==> config.mk <==
export PLATFORM = sky130hd
export DESIGN_NAME = cmr_mode_ctrl
export DESIGN_NICKNAME = d
export VERILOG_FILES = /design/src/cmr_pkg.sv /design/src/cmr_mode_ctrl.sv
export VERILOG_INCLUDE_DIRS = /design/src
export SDC_FILE = /design/constraint.sdc
export NUM_CORES = 1
export LEC_CHECK = 0
export BUFFER_PORTS_ARGS = -buffer_cell sky130_fd_sc_hd__buf_2
export CORE_MARGIN = 2
export CORE_UTILIZATION = 58
export CTS_CLUSTER_DIAMETER = 60
export DETAILED_ROUTE_END_ITERATION = 10
export PLACE_DENSITY = 0.83
export SETUP_SLACK_MARGIN = 0.5
export SYNTH_ARGS = -nofsm -noshare
export SYNTH_HDL_FRONTEND = slang
export SYNTH_SLANG_ARGS = --single-unit
==> constraint.sdc <==
create_clock -name clk -period 3.3 [get_ports clk]
set_input_delay 0.165 -clock clk [delete_from_list [all_inputs] [get_ports clk]]
set_output_delay 0.165 -clock clk [all_outputs]
set_load 0.02 [all_outputs]
==> src/cmr_cfg.svh <==
/*
  Constants for the CAN mode and register control block: SPI op-codes,
  field positions, reset values and recovery counts.
  Assumes inclusion by cmr_pkg.sv and cmr_mode_ctrl.sv.
*/
`ifndef CMR_CFG_SVH
`define CMR_CFG_SVH

// Write op-codes
`define CMR_WR_MAIN   8'h14
`define CMR_WR_TXC    8'h16
`define CMR_WR_BTA    8'h18
`define CMR_WR_BTB    8'h1a
`define CMR_WR_TEC    8'h26
`define CMR_WR_REC    8'h24
`define CMR_WR_INTERRUPT_ENABLES   8'h1c
`define CMR_WR_STATUS_FLAG_ENABLES 8'h1e
`define CMR_WR_AUX    8'h22
// Read op-codes
`define CMR_RD_MAIN   8'hd2
`define CMR_RD_TXC    8'hd4
`define CMR_RD_BTA    8'hd6
`define CMR_RD_BTB    8'hd8
`define CMR_RD_TEC    8'hec
`define CMR_RD_REC    8'hea
`define CMR_RD_MSTAT  8'hda
`define CMR_RD_ERR    8'hdc
`define CMR_RD_INTERRUPT_FLAGS   8'hde
`define CMR_RD_INTERRUPT_ENABLES   8'he4
`define CMR_RD_STATUS_FLAGS  8'he2
`define CMR_RD_STATUS_FLAG_ENABLES 8'he6
`define CMR_RD_AUX    8'he8
`define CMR_RD_TIMER  8'hfa
// Master reset command
`define CMR_OP_RESET  8'h56

// main_control fields
`define CMR_MODE_HI   7
`define CMR_MODE_LO   5
`define CMR_WAKE_EN   4
`define CMR_SWRST     3
`define CMR_BOR       2
`define CMR_TDIV_HI   1
`define CMR_TDIV_LO   0
`define CMR_MAIN_RST  8'h80

// Wake flag and its enable
`define CMR_WAKE_FLAG 7
`define CMR_WAKE_IE   7

// Bus-off recovery: 128 runs of 11 recessive bits
`define CMR_RUN_LEN   11
`define CMR_RUN_SEQS  128
`define CMR_RUN_LAST  (4'(`CMR_RUN_LEN - 1))
`define CMR_SEQ_LAST  (7'(`CMR_RUN_SEQS - 1))

`endif

==> src/cmr_pkg.sv <==
/*
  Types for the CAN mode and register control block.
  Assumes cmr_cfg.svh is on the include path.
*/
`include "cmr_cfg.svh"

package cmr_pkg;

  typedef enum logic [2:0] {
    CMR_MODE_NORMAL = 3'b000,
    CMR_MODE_LOOP   = 3'b001,
    CMR_MODE_MON    = 3'b010,
    CMR_MODE_SLEEP  = 3'b011,
    CMR_MODE_INIT   = 3'b100
  } cmr_mode_e;

  typedef enum logic [1:0] {
    CMR_SPI_OP = 2'b00,
    CMR_SPI_WR = 2'b01,
    CMR_SPI_RD = 2'b10
  } cmr_spi_e;

  // Host-written settings handed to the protocol engine
  typedef struct packed {
    logic [7:0] transmit_control;
    logic [7:0] bit_timing_a;
    logic [7:0] bit_timing_b;
    logic [7:0] transmit_error_count;
    logic [7:0] receive_error_count;
    logic [7:0] interrupt_enables;
    logic [7:0] status_flag_enables;
    logic [7:0] aux_pin_enables;
  } cmr_cfg_s;

  // Status from the protocol engine; int_flags bit 7 is unused
  typedef struct packed {
    logic [7:0] message_status;
    logic [7:0] error_status;
    logic [7:0] int_flags;
    logic [7:0] status_flags;
  } cmr_stat_s;

endpackage : cmr_pkg

==> src/cmr_mode_ctrl.sv <==
/*
  SPI register file and operating-mode control of a CAN controller:
  mode selection, sleep and wake-up, master reset, bus-off recovery
  and the time-tag counter.
  Assumes SPI mode 0 with SCK well below a quarter of clk, and a
  protocol engine on clk that supplies bit_tick and status.
*/
// Summary of operation
// Bits active high, bit 7 is MSB
// Master reset clears registers to zero
// Timer read whole: upper then lower byte
// Power-on runs master reset, enters init
// Mode field selects normal/loop/monitor/sleep/init
// Loopback feeds transmit to receiver, bus quiet
// Monitor never drives ack or error
// Sleep only when bus idle, FIFO empty
// Host leaves sleep by writing new mode
// Wake enable plus bus activity: to monitor
// Wake sets flag; interrupt if enabled
// Wake disabled: sleep ignores bus activity
// Bit timing writable only in init mode
// Software reset bit acts as reset pin
// Host rewrites control to clear reset bit
// Reset command byte causes master reset
// Auto recovery after 128 recessive runs
// Without auto recovery host recovers bus-off
// Divider sets time-tag rate 1/2/4/8
// Status and timer registers are read-only
// Bit timing b has write and read codes
// Transmit error count writable and readable
`timescale 1ns/1ps
`default_nettype none
`include "cmr_cfg.svh"

module cmr_mode_ctrl
  import cmr_pkg::*;
(
  // Clock and reset
  input  wire logic      clk,
  input  wire logic      rst_n,
  // SPI pins
  input  wire logic      spi_sck,
  input  wire logic      spi_cs_n,
  input  wire logic      spi_mosi,
  output logic           spi_miso,
  output logic           spi_miso_oe_n,
  // Reset pin
  input  wire logic      master_reset_pin,
  // CAN bus side
  input  wire logic      can_rx,
  output logic           can_tx,
  // Protocol engine side
  input  wire logic      core_tx,
  output logic           core_rx,
  input  wire logic      bit_tick,
  input  wire logic      bus_idle,
  input  wire logic      tx_fifo_empty,
  input  wire logic      bus_off,
  input  wire cmr_stat_s core_stat,
  output cmr_cfg_s       cfg,
  output cmr_mode_e      mode,
  output logic           core_reset,
  output logic           busoff_recover,
  output logic           irq
);

  // Pin synchronisers: {sck, cs_n, mosi, rx, mr}
  logic [4:0]  sync1;
  logic [4:0]  sync2;
  logic        sck_prev;
  logic        rx_prev;
  logic        sck_s;
  logic        cs_s;
  logic        mosi_s;
  logic        rx_s;
  logic        mr_s;

  logic [7:0]  main_control;
  logic [6:0]  rx_sh;
  logic [2:0]  bit_cnt;
  logic [15:0] tx_sh;
  logic [15:0] rd_word;
  cmr_spi_e    spi_st;
  logic [7:0]  opcode;
  logic        wake_flag;
  logic [2:0]  div_cnt;
  logic [2:0]  div_mask;
  logic [15:0] time_tag;
  logic [3:0]  run_cnt;
  logic [6:0]  seq_cnt;

  logic        sck_rise;
  logic        sck_fall;
  logic        rx_fall;
  logic        byte_done;
  logic [7:0]  byte_val;
  logic        op_stb;
  logic        wr_stb;
  logic        mr_hard;
  logic        mr_act;
  logic        sleep_bad;
  logic        wake_evt;
  logic        tag_adv;
  logic        run_end;
  logic [7:0]  int_flags;

  always_ff @(posedge clk or negedge rst_n) begin
    if (!rst_n) begin
      sync1 <= 5'h0e;
      sync2 <= 5'h0e;
    end else begin
      sync1 <= {spi_sck, spi_cs_n, spi_mosi, can_rx, master_reset_pin};
      sync2 <= sync1;
    end
  end

  assign {sck_s, cs_s, mosi_s, rx_s, mr_s} = sync2;

  always_ff @(posedge clk or negedge rst_n) begin
    if (!rst_n) begin
      sck_prev <= 1'b0;
      rx_prev  <= 1'b1;
    end else begin
      sck_prev <= sck_s;
      rx_prev  <= rx_s;
    end
  end

  assign sck_rise  = sck_s & ~sck_prev & ~cs_s;
  assign sck_fall  = ~sck_s & sck_prev & ~cs_s;
  assign rx_fall   = rx_prev & ~rx_s;
  assign byte_done = sck_rise && (bit_cnt == 3'd7);
  assign byte_val  = {rx_sh, mosi_s};
  assign op_stb    = byte_done && (spi_st == CMR_SPI_OP);
  assign wr_stb    = byte_done && (spi_st == CMR_SPI_WR);

  // Bytes arrive MSB first
  always_ff @(posedge clk or negedge rst_n) begin
    if (!rst_n) begin
      rx_sh   <= 7'h00;
      bit_cnt <= 3'd0;
    end else if (cs_s) begin
      bit_cnt <= 3'd0;
    end else if (sck_rise) begin
      rx_sh   <= byte_val[6:0];
      bit_cnt <= bit_cnt + 3'd1;
    end
  end

  function automatic logic is_wr_op(input logic [7:0] op);
    case (op)
      `CMR_WR_MAIN, `CMR_WR_TXC, `CMR_WR_BTA, `CMR_WR_BTB,
      `CMR_WR_TEC, `CMR_WR_REC, `CMR_WR_INTERRUPT_ENABLES, `CMR_WR_STATUS_FLAG_ENABLES,
      `CMR_WR_AUX: is_wr_op = 1'b1;
      default:     is_wr_op = 1'b0;
    endcase
  endfunction : is_wr_op

  // Only one data byte per write; extra bytes are dropped
  always_ff @(posedge clk or negedge rst_n) begin
    if (!rst_n) begin
      spi_st <= CMR_SPI_OP;
      opcode <= 8'h00;
    end else if (cs_s) begin
      spi_st <= CMR_SPI_OP;
    end else if (op_stb) begin
      opcode <= byte_val;
      spi_st <= is_wr_op(byte_val) ? CMR_SPI_WR : CMR_SPI_RD;
    end else if (wr_stb) begin
      spi_st <= CMR_SPI_RD;
    end
  end

  assign int_flags = {wake_flag, core_stat.int_flags[6:0]};

  always_comb begin
    rd_word = 16'h0000;
    case (byte_val)
      `CMR_RD_MAIN:   rd_word[15:8] = main_control;
      `CMR_RD_TXC:    rd_word[15:8] = cfg.transmit_control;
      `CMR_RD_BTA:    rd_word[15:8] = cfg.bit_timing_a;
      `CMR_RD_BTB:    rd_word[15:8] = cfg.bit_timing_b;
      `CMR_RD_TEC:    rd_word[15:8] = cfg.transmit_error_count;
      `CMR_RD_REC:    rd_word[15:8] = cfg.receive_error_count;
      `CMR_RD_MSTAT:  rd_word[15:8] = core_stat.message_status;
      `CMR_RD_ERR:    rd_word[15:8] = core_stat.error_status;
      `CMR_RD_INTERRUPT_FLAGS:   rd_word[15:8] = int_flags;
      `CMR_RD_INTERRUPT_ENABLES:   rd_word[15:8] = cfg.interrupt_enables;
      `CMR_RD_STATUS_FLAGS:  rd_word[15:8] = core_stat.status_flags;
      `CMR_RD_STATUS_FLAG_ENABLES: rd_word[15:8] = cfg.status_flag_enables;
      `CMR_RD_AUX:    rd_word[15:8] = cfg.aux_pin_enables;
      `CMR_RD_TIMER:  rd_word = time_tag;
      default:        rd_word = 16'h0000;
    endcase
  end

  // Both timer bytes are captured together so the pair is coherent
  always_ff @(posedge clk or negedge rst_n) begin
    if (!rst_n) begin
      tx_sh    <= 16'h0000;
      spi_miso <= 1'b0;
    end else if (cs_s) begin
      tx_sh    <= 16'h0000;
      spi_miso <= 1'b0;
    end else if (op_stb) begin
      tx_sh    <= rd_word;
    end else if (sck_fall) begin
      spi_miso <= tx_sh[15];
      tx_sh    <= {tx_sh[14:0], 1'b0};
    end
  end

  assign spi_miso_oe_n = cs_s;

  // Master reset sources
  assign mr_hard    = mr_s | (op_stb && (byte_val == `CMR_OP_RESET));
  assign mr_act     = mr_hard | main_control[`CMR_SWRST];
  assign core_reset = mr_act;

  // Mode field; the reset bit also forces init
  assign mode = (main_control[`CMR_MODE_HI] || main_control[`CMR_SWRST])
              ? CMR_MODE_INIT
              : cmr_mode_e'(main_control[`CMR_MODE_HI:`CMR_MODE_LO]);

  assign sleep_bad = (byte_val[`CMR_MODE_HI:`CMR_MODE_LO] == CMR_MODE_SLEEP)
                  && !(bus_idle && tx_fifo_empty);

  assign wake_evt = (mode == CMR_MODE_SLEEP) && rx_fall && !mr_act
                 && main_control[`CMR_WAKE_EN];

  // main_control survives its own reset bit so the host can clear it
  always_ff @(posedge clk or negedge rst_n) begin
    if (!rst_n) begin
      main_control <= `CMR_MAIN_RST;
    end else if (mr_hard) begin
      main_control <= `CMR_MAIN_RST;
    end else if (wr_stb && opcode == `CMR_WR_MAIN) begin
      main_control[`CMR_MODE_LO-1:0] <= byte_val[`CMR_MODE_LO-1:0];
      if (!sleep_bad) begin
        main_control[`CMR_MODE_HI:`CMR_MODE_LO] <=
          byte_val[`CMR_MODE_HI:`CMR_MODE_LO];
      end
    end else if (wake_evt) begin
      main_control[`CMR_MODE_HI:`CMR_MODE_LO] <= CMR_MODE_MON;
    end else if (busoff_recover) begin
      main_control[`CMR_MODE_HI:`CMR_MODE_LO] <= CMR_MODE_NORMAL;
    end
  end

  // Register file cleared by any master reset
  always_ff @(posedge clk or negedge rst_n) begin
    if (!rst_n) begin
      cfg <= '0;
    end else if (mr_act) begin
      cfg <= '0;
    end else if (busoff_recover) begin
      cfg.transmit_error_count <= 8'h00;
      cfg.receive_error_count  <= 8'h00;
    end else if (wr_stb) begin
      case (opcode)
        `CMR_WR_TXC:    cfg.transmit_control <= byte_val;
        `CMR_WR_BTA: begin
          if (mode == CMR_MODE_INIT) cfg.bit_timing_a <= byte_val;
        end
        `CMR_WR_BTB: begin
          if (mode == CMR_MODE_INIT) cfg.bit_timing_b <= byte_val;
        end
        `CMR_WR_TEC:    cfg.transmit_error_count <= byte_val;
        `CMR_WR_REC:    cfg.receive_error_count  <= byte_val;
        `CMR_WR_INTERRUPT_ENABLES:   cfg.interrupt_enables    <= byte_val;
        `CMR_WR_STATUS_FLAG_ENABLES: cfg.status_flag_enables  <= byte_val;
        `CMR_WR_AUX:    cfg.aux_pin_enables      <= byte_val;
        default:        cfg <= cfg;
      endcase
    end
  end

  // Wake flag, cleared by reading the flag register; a set wins
  always_ff @(posedge clk or negedge rst_n) begin
    if (!rst_n) begin
      wake_flag <= 1'b0;
    end else if (mr_act) begin
      wake_flag <= 1'b0;
    end else if (wake_evt) begin
      wake_flag <= 1'b1;
    end else if (op_stb && byte_val == `CMR_RD_INTERRUPT_FLAGS) begin
      wake_flag <= 1'b0;
    end
  end

  assign irq = |(int_flags & cfg.interrupt_enables);

  // Bus pin: only normal mode lets the engine drive
  assign can_tx  = (mode == CMR_MODE_NORMAL) ? core_tx : 1'b1;
  assign core_rx = (mode == CMR_MODE_LOOP) ? core_tx : rx_s;

  // Time-tag counter with power-of-two divider
  assign div_mask = 3'((4'h1 << main_control[`CMR_TDIV_HI:`CMR_TDIV_LO])
                    - 4'h1);
  assign tag_adv  = bit_tick && ((div_cnt & div_mask) == div_mask);

  always_ff @(posedge clk or negedge rst_n) begin
    if (!rst_n) begin
      div_cnt  <= 3'd0;
      time_tag <= 16'h0000;
    end else if (mr_act) begin
      div_cnt  <= 3'd0;
      time_tag <= 16'h0000;
    end else if (bit_tick) begin
      div_cnt <= tag_adv ? 3'd0 : div_cnt + 3'd1;
      if (tag_adv) time_tag <= time_tag + 16'h0001;
    end
  end

  // Recessive-run counting while bus-off with auto recovery
  assign run_end = bit_tick && rx_s && (run_cnt == `CMR_RUN_LAST);
  assign busoff_recover = bus_off && main_control[`CMR_BOR] && !mr_act
                       && run_end && (seq_cnt == `CMR_SEQ_LAST);

  // Without the bit set nothing counts; the host recovers
  always_ff @(posedge clk or negedge rst_n) begin
    if (!rst_n) begin
      run_cnt <= 4'd0;
      seq_cnt <= 7'd0;
    end else if (!bus_off || !main_control[`CMR_BOR] || mr_act) begin
      run_cnt <= 4'd0;
      seq_cnt <= 7'd0;
    end else if (bit_tick) begin
      if (!rx_s) begin
        run_cnt <= 4'd0;
      end else if (run_end) begin
        run_cnt <= 4'd0;
        seq_cnt <= seq_cnt + 7'd1;
      end else begin
        run_cnt <= run_cnt + 4'd1;
      end
    end
  end
endmodule : cmr_mode_ctrl

`default_nettype wire

==> run summary <==
The tools report the antenna cell count as 0. The run gives 9720 um as the post-route met1 wirelength. Overall track demand over capacity in global routing: 0.343. The run finished with clean final reports. The startpoint of the most critical register-to-register path is sync2[1]. The worst path needs 2670 ps of the cycle, external delays included. The total leakage power is 4.57 nW.

On the final layout, the worst clock skew is 9.57 ps. The clock insertion delay at the later pin of the skew report is 430 ps. Detailed routing placed a total of 11,600 um of wire on met2. Dividing total power by cell area gives a power density of 519 nW/um2. The logs give 0.952 for the weighted congestion reported at the end of routability-driven placement and 0.433 mV for the maximum vdd ir drop. In the post-synthesis netlist, the biggest area contributors are sky130_fd_sc_hd__dfrtp_1 45%, sky130_fd_sc_hd__mux2i_1 9.2%, sky130_fd_sc_hd__nor2_1 4.0%, sky130_fd_sc_hd__nand2_1 3.9%, sky130_fd_sc_hd__a22oi_1 3.5%.

In the post-synthesis netlist, the cell with the most instances is sky130_fd_sc_hd__dfrtp_1. The worst-margin pin slew came out at 806 ps. The number of clock buffers added by TritonCTS is 17. Summed over all failing endpoints, the final setup total negative slack is 0 ps.

The logs give 79 for the distinct cell type count of the synthesized netlist and 0 for the total setup buffers inserted after CTS. The tools report the full die area as 14,900 um2. The least setup slack across all paths after layout was 630 ps. With fillers left out, the area of the finished cells amounts to 9600 um2. After clock tree synthesis, the clock-pin slew on the worst setup and hold paths is 60 ps. Ranked by instance count, the synthesized netlist is headed by 144 x sky130_fd_sc_hd__dfrtp_1, 86 x sky130_fd_sc_hd__nor2_1, 85 x sky130_fd_sc_hd__nand2_1, 74 x sky130_fd_sc_hd__mux2i_1, 46 x sky130_fd_sc_hd__clkbuf_1.

After filler insertion, the fill cell instance count of the layout stands at 1,062. For the number of antenna violations at the first check in global routing, the log shows 0. The min-delay analysis places its worst path in the category in -> reg.

The critical path is of the reg -> reg type. For the final setup violation count, the log shows 0. Setup slack on the worst reg-to-reg path comes out at 630 ps. The total vias in the final route was 7,426. Endpoint class of the critical path: a register. The starting density of the core was 0.587; the area of placed instances was 8880 um2. Summed over all instances, the cell type with the most area after synthesis is sky130_fd_sc_hd__dfrtp_1. For the pre-CTS setup slack, the log shows 642 ps. Compared with the post-synthesis result, the final layout area differs by 18.7%.

The fraction of final layout cells sized beyond drive strength 1 is 0.236. The path with the worst hold slack has its endpoint at run_cnt[0]. For the initial detailed-routing violation count, the log shows 825. Setup repair after global routing left no endpoint under its margin. The run gives 118 as the top-level port count. The worst register-to-register path ends at cfg[3].

Entering global routing, the biggest net connects 89 pins. The final hold violation count is 0, and the filler-free cell count of the finished design is 1,124. The post-synthesis async set-or-reset flop share is 1.00. For the worst setup path, the data required time is 3600 ps.

The run gives 2720 um as the routed length on met3. Relative slew slack: 0.463. In the routed layout, each cell is associated on average with a via count of 6.61. In the final design database the tool counted 982 nets. Area share of the largest cell type after synthesis: 0.445. The run gives 4 as the number of H-tree levels. The worst-path maximum fanout works out to 8. Startpoint of the most critical setup path: sync2[1]. Summing every instance area after synthesis gives 8090 um2. Once detail routing completed, the nets flagged for antenna violations numbered 0. The region available for standard cell placement spans 13,800 um2. No sink is reached through more buffers than the 2 on the longest clock path. The max-slew violation total from the final report was 0. The run gives 875 as the number of nets in the synthesized netlist.

The first global-routing pass estimated 38,400 um of wire. The most instantiated flip-flop cell in the synthesis netlist is sky130_fd_sc_hd__dfrtp_1. The port buffer count was 116; the cell total after placement was 1,086. Max-cap violations in this run came to 0.

The power after layout was 4.99 mW; the sink count of the clock tree was 152. Hold is met by 87.1 ps. TritonCTS built the clock tree.

After detailed routing, the number of remaining DRC violations is 0. In this run the top signal layer used is met4. For the data arrival time of the critical path, the log shows 2970 ps.

Critical hold path startpoint: bit_tick. After legalization and detailed placement, the total HPWL measured 16,700 um. The die width came out at 122 um. In the final routed layout, each cell accounts on average for 22.3 um. After detailed routing, the total wire length is 25,000 um. Number of stages on the worst hold path: 3. Yosys mapped a number of flops with a built-in enable equal to 0. Number of global-route vias before repair: 7,071. Counting cells, the worst reg-to-reg path comes to 5.

The number of detailed-routing iterations run before antenna repair is 5, and the average footprint of a synthesized cell is 9.82 um2. The die is 122 um tall. Synthesis inferred 152 register bits. The tree is rooted in a sky130_fd_sc_hd__clkbuf_16. The count of yosys warnings during synthesis was 0; the final cycle utilization of the critical path was 0.809. The floorplan has 43 rows. The tools report the count of mapped cells out of synthesis as 824. The worst setup path is launched from a register. Timing would allow up to 374 MHz. Summed over all layers, the global routing overflow is 0. Final design utilization: 0.697.

Register area share after synthesis: 0.471.
-- critical path, stage by stage, from the launching register on --
cell                        delay [ps]
sky130_fd_sc_hd__dfstp_2           610
sky130_fd_sc_hd__nand3_1           160
sky130_fd_sc_hd__or4_1             790
sky130_fd_sc_hd__o2111ai_4         590
sky130_fd_sc_hd__mux2i_1           310
sky130_fd_sc_hd__nor2_1             80
-- layer usage --
layer  global-route usage  up-vias
met2                0.521      520
met3               0.0838       95
met5                    0        -
li1                     -     3214
met1                0.465     3597
met4                0.157        0
-- flip-flops by register name, summed over array words and instances, names as in the netlist, 4 cells and up --
name and flops:
seq_cnt 7, sync1 5, time_tag 16, opcode 8, run_cnt 4, rx_sh 7
cfg 64, tx_sh 16, main_control 8, sync2 5
-- worst max path at each step --
stage | to | slack [ps]
after floorplan | busoff_recover | 830
after global placement | main_control[5] | 710
after detailed placement | cfg[3] | 640
after CTS | busoff_recover | 580
after global routing | cfg[3] | 520
final | cfg[3] | 630
-- placed cells by master, fill, tap and decap left out, drive strengths merged, types with 5 or more instances in the layout --
cell	count
clkbuf	20
ha	7
nor2	94
dlygate4sd3	6
and2	8
nand4	7
inv	12
clkinv	6
mux2i	74
dfrtp	144
or2	7
o21ai	29
a22o	6
or4	5
xor2	6
buf	142
and3	5
or3	12
a32oi	5
nor4	7
o2111ai	6
a22oi	38
xnor2	6
bufinv	5
nand3	28
a21oi	44
nor3	12
nor2b	10
nand2	85
dfstp	8
nand2b	7
mux2	12
-- what timing repair did --
item / 4_1_cts / 5_1_grt
resized for setup: 1 / 2
pin swaps: 0 / 0
hold buffers: 6 / 0
endpoints found under the setup margin: 2 / 18
gates cloned: 0 / 0
endpoints found under the hold margin: 83 / 0
-- cells by family after synthesis --
kind of cell	Yosys count	synth area share
flops	152	0.471
mux	86	0.108
xor+xnor	12	0.0130
fa+ha+maj	7	0.0108
simple gates	317	0.200
compound gates	177	0.160
buf+inv	73	0.0363
-- layout make-up --
cell class	count	area, um2	area share
flip-flops and latches	152	3810	0.397
clock inverters	12	198	0.0206
well taps	180	225	0.0234
inverters	13	48.8	0.00508
multi-input cells	599	4000	0.416
clock buffers	20	457	0.0476
repair buffers	148	867	0.0903
-- where the power goes --
| group | internal, mW | switching, mW | total (mW) |
|---|---|---|---|
| sequential | 1.91 | 0.0305 | 1.94 |
| combinational | 0.264 | 0.623 | 0.887 |
| clock | 1.38 | 0.781 | 2.16 |
| total | 3.55 | 1.43 | 4.99 |
Power figures use the tool's default switching activity.
